## config.mk

```make
export PLATFORM = sky130hd
export DESIGN_NAME = rtcp_periodic
export DESIGN_NICKNAME = d
export VERILOG_FILES = /design/src/rtcp_pkg.sv /design/src/rtcp_subsec.sv /design/src/rtcp_periodic.sv
export SDC_FILE = /design/constraint.sdc
export NUM_CORES = 1
export LEC_CHECK = 0
export BUFFER_PORTS_ARGS = -buffer_cell sky130_fd_sc_hd__buf_2
export CORE_UTILIZATION = 45
export DETAILED_ROUTE_END_ITERATION = 8
export GPL_TIMING_DRIVEN = 0
export PLACE_DENSITY = 0.67
export SYNTH_ARGS = -nofsm -noshare
export SYNTH_HDL_FRONTEND = slang
export SYNTH_HIERARCHICAL = 1
export SYNTH_SLANG_ARGS = --single-unit
```

## constraint.sdc

```tcl
create_clock -name clock -period 4.2 [get_ports clock]
set_input_delay 1.26 -clock clock [delete_from_list [all_inputs] [get_ports clock]]
set_output_delay 1.26 -clock clock [all_outputs]
set_load 0.05 [all_outputs]
```

## src/rtcp_pkg.sv

```systemverilog
`default_nettype none

package rtcp_pkg;

    // ------------------------------------------------------------------
    // Period selection codes
    // ------------------------------------------------------------------
    typedef enum logic [2:0] {
        RTCP_SEL_OFF   = 3'b000,
        RTCP_SEL_FIXED = 3'b001,
        RTCP_SEL_P2HZ  = 3'b010,
        RTCP_SEL_P1HZ  = 3'b011,
        RTCP_SEL_LSEC  = 3'b100,
        RTCP_SEL_LMIN  = 3'b101,
        RTCP_SEL_LHOUR = 3'b110,
        RTCP_SEL_LMON  = 3'b111
    } rtcp_sel_e;

    // ------------------------------------------------------------------
    // Control register 1 placement of the selection field
    // ------------------------------------------------------------------
    localparam logic [3:0] RTCP_CTRL1_OFFSET  = 4'hE;
    localparam int unsigned RTCP_SEL_LSB      = 0;
    localparam int unsigned RTCP_SEL_MSB      = 2;
    localparam logic [2:0] RTCP_SEL_RESET     = 3'h0;

    // ------------------------------------------------------------------
    // Timing
    // ------------------------------------------------------------------
    localparam int unsigned RTCP_CLK_PERIOD_NS = 10;
    localparam int unsigned RTCP_QUARTER_MS    = 250;
    localparam int unsigned RTCP_QUARTER_CYC   = RTCP_QUARTER_MS * 1000000 / RTCP_CLK_PERIOD_NS;
    localparam int unsigned RTCP_INC_DELAY_US  = 92;
    localparam int unsigned RTCP_INC_DELAY_CYC = RTCP_INC_DELAY_US * 1000 / RTCP_CLK_PERIOD_NS;
    localparam int unsigned RTCP_ADJ_NS        = 3784000;
    localparam int unsigned RTCP_ADJ_CYC       = RTCP_ADJ_NS / RTCP_CLK_PERIOD_NS;
    localparam int unsigned RTCP_ADJ_PERIOD_S  = 20;
    localparam logic [4:0]  RTCP_ADJ_LAST_S    = 5'(RTCP_ADJ_PERIOD_S - 1);
    localparam logic [1:0]  RTCP_LAST_QUARTER  = 2'h3;

endpackage : rtcp_pkg

`default_nettype wire

```

## src/rtcp_subsec.sv

```systemverilog
`default_nettype none

module rtcp_subsec
    import rtcp_pkg::*;
#(
    parameter int unsigned CNT_W = 32
) (
    // Clock and reset
    input  wire logic             clock,
    input  wire logic             srst,
    // Control
    input  wire logic             restart,
    input  wire logic [CNT_W-1:0] len_m1,
    // Divider state
    output logic      [CNT_W-1:0] cnt,
    output logic      [1:0]       quarter
);

    typedef struct packed {
        logic [CNT_W-1:0] cnt;
        logic [1:0]       qtr;
    } rtcp_div_s;

    rtcp_div_s s_q;
    rtcp_div_s s_d;

    // ------------------------------------------------------------------
    // Quarter-second divider
    // ------------------------------------------------------------------
    // The length of each quarter is supplied per quarter, so the parent can
    // stretch or shrink a single quarter without any extra state here.
    always_comb begin
        s_d = s_q;
        if (restart) begin
            s_d.cnt = '0;
            s_d.qtr = '0;
        end else if (s_q.cnt >= len_m1) begin
            s_d.cnt = '0;
            s_d.qtr = s_q.qtr + 2'd1;
        end else begin
            s_d.cnt = s_q.cnt + CNT_W'(1);
        end
    end

    always_ff @(posedge clock) begin
        if (srst) begin
            s_q <= '0;
        end else begin
            s_q <= s_d;
        end
    end

    assign cnt     = s_q.cnt;
    assign quarter = s_q.qtr;

endmodule : rtcp_subsec

`default_nettype wire

```

## src/rtcp_periodic.sv

```systemverilog
// Contract
// - Three-bit select: off, low, pulse, level
// - Codes 010/011 give 2 Hz, 1 Hz squares
// - Codes 1xx: event per second/minute/hour/month
// - Events gated on seconds/minutes/hours zero, day one
// - Level event holds output low until flag cleared
// - Pulses locked to seconds counter increment
// - Pulse mode: increment 92 us after fall
// - Seconds write clears divider, drives output low
// - Level mode: increment coincides with falling edge
// - Adjustment alters pulse low phase every 20 s
// - Adjustment shifts level one-second period by 3.784 ms
// - Select field lives at bits 2:0 of 0xE
// - After reset with all zero, output high
// - Alarm and periodic requests ORed onto output
`default_nettype none

module rtcp_periodic
    import rtcp_pkg::*;
#(
    parameter int unsigned QUARTER_CYC   = RTCP_QUARTER_CYC,
    parameter int unsigned INC_DELAY_CYC = RTCP_INC_DELAY_CYC,
    parameter int unsigned ADJ_CYC       = RTCP_ADJ_CYC,
    parameter int unsigned CNT_W         = 32
) (
    // Clock and reset
    input  wire logic       clock,
    input  wire logic       srst,
    // Configuration from control register 1
    input  wire logic [2:0] period_sel,
    input  wire logic       weekly_alarm_enable,
    input  wire logic       daily_alarm_enable,
    // Alarm requests from the alarm matcher
    input  wire logic       alarm_w_match,
    input  wire logic       alarm_d_match,
    // Host accesses
    input  wire logic       flag_clear,
    input  wire logic       sec_write,
    // Time counter state reached by the coming increment
    input  wire logic       next_sec_zero,
    input  wire logic       next_min_zero,
    input  wire logic       next_hour_zero,
    input  wire logic       next_day_one,
    // Oscillation adjustment
    input  wire logic       adj_enable,
    input  wire logic       adj_lengthen,
    // Results
    output logic            sec_inc,
    output logic            periodic_event_flag,
    output logic            irq_out_n,
    output logic            irq_oe
);

    // ------------------------------------------------------------------
    // Mode decoding
    // ------------------------------------------------------------------
    function automatic logic is_level(input logic [2:0] sel);
        return sel[2];
    endfunction : is_level

    function automatic logic is_pulse(input logic [2:0] sel);
        return (sel == RTCP_SEL_P2HZ) || (sel == RTCP_SEL_P1HZ);
    endfunction : is_pulse

    typedef struct packed {
        logic       flag;
        logic       sec_inc;
        logic       irq_low;
        logic       irq_n;
        logic [4:0] sec20;
    } rtcp_state_s;

    rtcp_state_s s_q;
    rtcp_state_s s_d;

    logic [CNT_W-1:0] cnt;
    logic [1:0]       quarter;
    logic [CNT_W-1:0] len_m1;
    logic             wrap;
    logic             adj_slot;
    logic             level_ev;
    logic             flag_set;
    logic             alarm_any;
    rtcp_sel_e        sel;

    assign sel = rtcp_sel_e'(period_sel[RTCP_SEL_MSB:RTCP_SEL_LSB]);

    // ------------------------------------------------------------------
    // Sub-second timebase
    // ------------------------------------------------------------------
    // Only the first quarter of every twentieth second is resized, so the
    // correction lands in the low phase of both pulse rates and moves the
    // next level-mode edge by the same amount.
    assign adj_slot = adj_enable && (s_q.sec20 == '0) && (quarter == 2'd0);

    always_comb begin
        if (adj_slot && adj_lengthen) begin
            len_m1 = CNT_W'(QUARTER_CYC + ADJ_CYC - 1);
        end else if (adj_slot) begin
            len_m1 = CNT_W'(QUARTER_CYC - ADJ_CYC - 1);
        end else begin
            len_m1 = CNT_W'(QUARTER_CYC - 1);
        end
    end

    rtcp_subsec #(
        .CNT_W   (CNT_W)
    ) u_subsec (
        .clock   (clock),
        .srst    (srst),
        .restart (sec_write),
        .len_m1  (len_m1),
        .cnt     (cnt),
        .quarter (quarter)
    );

    assign wrap = !sec_write && (quarter == RTCP_LAST_QUARTER) && (cnt >= len_m1);

    // ------------------------------------------------------------------
    // Level-mode event selection
    // ------------------------------------------------------------------
    always_comb begin
        case (sel)
            RTCP_SEL_LSEC:  level_ev = 1'b1;
            RTCP_SEL_LMIN:  level_ev = next_sec_zero;
            RTCP_SEL_LHOUR: level_ev = next_sec_zero && next_min_zero;
            RTCP_SEL_LMON:  level_ev = next_sec_zero && next_min_zero
                                       && next_hour_zero && next_day_one;
            default:        level_ev = 1'b0;
        endcase
    end

    assign flag_set  = is_level(sel) && ((wrap && level_ev) || sec_write);
    assign alarm_any = (weekly_alarm_enable && alarm_w_match)
                       || (daily_alarm_enable && alarm_d_match);

    // ------------------------------------------------------------------
    // Next state
    // ------------------------------------------------------------------
    always_comb begin
        s_d = s_q;
        // A new event in the same cycle as the host's clear keeps the flag.
        if (flag_set) begin
            s_d.flag = 1'b1;
        end else if (flag_clear) begin
            s_d.flag = 1'b0;
        end
        if (wrap) begin
            s_d.sec20 = (s_q.sec20 == RTCP_ADJ_LAST_S) ? 5'd0 : s_q.sec20 + 5'd1;
        end
        // Pulse modes delay the increment past the falling edge; the other
        // modes step the seconds exactly at the divider wrap.
        if (is_pulse(sel)) begin
            s_d.sec_inc = (quarter == 2'd0) && (cnt == CNT_W'(INC_DELAY_CYC))
                          && !sec_write;
        end else begin
            s_d.sec_inc = wrap;
        end
        case (sel)
            RTCP_SEL_OFF:   s_d.irq_low = 1'b0;
            RTCP_SEL_FIXED: s_d.irq_low = 1'b1;
            RTCP_SEL_P2HZ:  s_d.irq_low = !quarter[0];
            RTCP_SEL_P1HZ:  s_d.irq_low = !quarter[1];
            default:        s_d.irq_low = s_d.flag;
        endcase
        s_d.irq_low = s_d.irq_low || alarm_any;
        // The pin level is kept in its own flop so the output has no inverter.
        s_d.irq_n   = !s_d.irq_low;
    end

    always_ff @(posedge clock) begin
        if (srst) begin
            s_q <= '{flag: 1'b0, sec_inc: 1'b0, irq_low: 1'b0, irq_n: 1'b1, sec20: 5'd0};
        end else begin
            s_q <= s_d;
        end
    end

    assign sec_inc             = s_q.sec_inc;
    assign periodic_event_flag = s_q.flag;
    assign irq_oe              = s_q.irq_low;
    assign irq_out_n           = s_q.irq_n;
endmodule : rtcp_periodic

`default_nettype wire

```

==> flow_summary_export.csv <==
group,metric,value,unit
status,status,"finished clean",
clock_network,cts-root-buf,"clkbuf_8",
pwr,power_density,204,nW/um^2
timing,setup_tns,0,ns
synth,synth_area,3330,sq um
pwr,power_frac_clock,0.339,
global_route,grt_first_pass_wirelength,12800,microns
synth,synthTopCellsByArea,"dfxtp_1 (26%), ha_1 (18%), nor2_1 (6.1%), inv_1 (5.3%), xor2_1 (4.2%)",
routing,vias,2894,
synth,synth_top_cell_by_area,"dfxtp_1",
timing,grt_setup_unrepaired,"false",
floorplan,fp-row-count,30,
synth,synth-simple-area-share,0.277,
synth,ys_seq_elements,43,
clock_network,postCtsSetupBuffers,0,
clock_network,clockBufferDepth,2,
routing,drt-total-wl,7550,microns
pwr,p_leak,0.00165,uW
pwr,ir_drop,0.140,mV
synth,syn_area_per_cell,8.17,sq um
routing,drtAntennaViolNets,0,
placed_design,dpl.hpwl,5770,microns
synth,synth_cells,407,
clock_network,h-tree-depth,2,
floorplan,die_width,88.0,microns
routing,drc,0,
synth,synth_warnings,6,
cells_and_area,area.growth.synth_to_final,11.5,%
floorplan,core,6980,sq um
clock_network,cts_buffers,5,
timing,final.min_clock_period,3.99,ns
floorplan,dieArea,7740,sq um
critical_path,criticalPathCategory,"in -> reg",
timing,worstMarginPinSlew,0.812,ns
synth,synth_flop_cell,"dfxtp_1",
pwr,p_seq_frac,0.546,
placed_design,routabilityCongestion,0.794,
synth,synth_top_family_by_area,"simple AND/OR/NAND/NOR gates",
synth,synth_edf_count,0,
flow_run,maxCapViolCount,0,
routing,firstDrtPassIters,4,
timing,finalSetupViolCount,0,
synth,synth_xor_area_frac,0.0816,
placed_design,dp_cells,539,
timing,finalClockSkew,0.00436,ns
clock_network,clk_pin_slew,0.08,ns
hold_path,holdPathStages,2,
clock_network,clock_latency,0.30,ns
routing,routed_via_density,5.28,
placed_design,placed_cell_area,3610,sq um
synth,synth_cell_types,63,
synth,synthArstFlopShare,0,
pwr,p_sw_frac,0.260,
global_route,grt.overflow.total,0,
routing,wl_per_cell,13.8,microns
clock_network,cts_tree,"done",
floorplan,io_pins,21,
cells_and_area,antenna_cells,0,
synth,yosys.area.top_type_share,0.259,
timing,hold_viol_final,0,
clock_network,ctsHoldBuffers,0,
synth,ys_seq_area_frac,0.259,
synth,synth.area.mux_share,0.00752,
cells_and_area,drive_gt1_frac,0.133,
pwr,p_switching,196,uW
hold_path,hold_class,"reg -> reg",
global_route,grt_usage,0.214,
cells_and_area,final_area,3710,sq um
critical_path,cp_data_arrival_time,4.18,ns
synth,synthAdderAreaFrac,0.181,
critical_path,critPathMaxFanout,8,
floorplan,die_h,88.0,microns
floorplan,start_util,0.476,
routing,drtIter0Drc,102,
critical_path,required,4.40,ns
pwr,internal-power,559,uW
placed_design,port_buffers,20,
pwr,pwr-share-comb,0.115,
global_route,antenna_found_initial,0,
timing,slew_headroom,0.455,
timing,fmax,251,MHz
critical_path,reg2reg_depth,12,
cells_and_area,finalNonFillerCells,548,
clock_network,cts.sinks,43,
synth,synth-compound-area-share,0.129,
timing,period_share,0.949,
critical_path,start_kind,"primary input",
global_route,grt_pass1_vias,2727,
cells_and_area,nets,516,
global_route,grt_max_degree,13,
critical_path,crit_path_end_kind,"register",
timing,final_max_slew_viol_count,0,
==> path summary, 6_finish.rpt <==
check,start,to,slack (ns)
max,adj_enable,s_q[4],0.21
min,s_q[1],s_q[1],0.51
max reg2reg,s_q[2],s_q[4],0.52
min reg2reg,s_q[1],s_q[1],0.51
==> sequential cells by signal, indices dropped and copies added (netlist names) <==
register,flops
periodic_event_flag,1
u_subsec/quarter,2
irq_out_n,1
s_q,5
irq_oe,1
sec_inc,1
u_subsec/cnt,32
==> cell type report <==
type / instances / area, sq um
Inverter: 48 / 181
Fill cell: 719 / 3270
Sequential cell: 43 / 861
Tap cell: 96 / 120
Timing Repair Buffer: 20 / 100
Clock buffer: 7 / 76.3
Buffer: 4 / 28.8
Clock inverter: 1 / 5.00
Multi-Input combinational cell: 329 / 2340
==> per-layer routing <==
metal	routed length, microns	up-vias	GRT usage
met1	3770	1356	0.282
met3	150	6	0.0311
met5	0	-	0
met4	57	0	0.0402
li1	-	1497	-
met2	3570	35	0.372
==> cell usage after synthesis, drive strengths merged (4+ instances only) <==
cell	count
nor3	7
nor4	10
xor2	16
and3	5
o21a	5
or3	6
dfxtp	43
ha	48
inv	47
nand2	26
nand4	14
and4	4
xnor2	15
nor2	57
a21oi	21
nand3	20
o21ai	12
==> power groups by stage <==
stage	clock network (uW)	registers, uW	logic [uW]
after detailed placement	0	422	85.3
after global placement	0	422	82.9
after floorplan	0	430	51.3
after CTS	266	413	86.0
after global routing	277	413	98.1
final	256	412	86.8
==> metrics by stage <==
| step | utilization | hold slack (ns) | setup slack [ns] | power (uW) |
|---|---|---|---|---|
| 2_1_floorplan | - | 0.459 | 0.392 | 481 |
| 4_1_cts | 0.530 | 0.507 | 0.0103 | 764 |
| 6_report | 0.531 | 0.506 | 0.213 | 755 |
| 3_5_place_dp | 0.516 | 0.495 | -0.343 | 508 |
| 3_3_place_gp | 0.516 | 0.482 | -0.331 | 505 |
| 5_1_grt | 0.531 | 0.578 | 0.0168 | 788 |
==> repair_timing <==
item / in CTS / in global routing
pin swaps: 1 / 0
setup endpoints to repair: 2 / 40
cloned: 1 / 0
resized for setup: 0 / 3
hold endpoints to repair: 0 / 0
==> placed cells by master (no fill, tap or decap), types with 4 or more instances in the layout <==
cell type,synthesis,routed
nand2_1,26,25
and4_1,4,4
nor3_1,6,6
dfxtp_1,43,43
o21a_1,5,5
xor2_1,16,16
clkbuf_8,0,5
ha_1,48,48
buf_2,2,22
a21oi_1,21,21
nor2_1,54,54
inv_1,47,46
nor4_1,9,9
conb_1,2,18
o21ai_0,9,9
xnor2_1,15,15
nand4_1,12,12
nand3_1,18,18
==> logic make-up (layout without fill, tap and decap cells) <==
logic type / Yosys count / in the layout
DFF: 43 / 43
muxes: 2 / 2
AOI/OAI and AO/OA: 61 / 61
buffers and inverters: 52 / 80
adders and majority gates: 48 / 48
xor gates and xnor gates: 31 / 31
other: 2 / 18
and+or+nand+nor: 168 / 169
==> critical path, cell delays in order <==
cell and delay [ns]:
buf_2 0.08, nand3b_1 0.21, or2_2 0.42, inv_1 0.16, nand2_2 0.17, inv_2 0.17
ha_1 0.16, and4_1 0.22, nand4_1 0.16, a211oi_2 0.42, nor4_2 0.12, o311a_2 0.41
a41o_2 0.22
(Power assumes the default switching activity.)
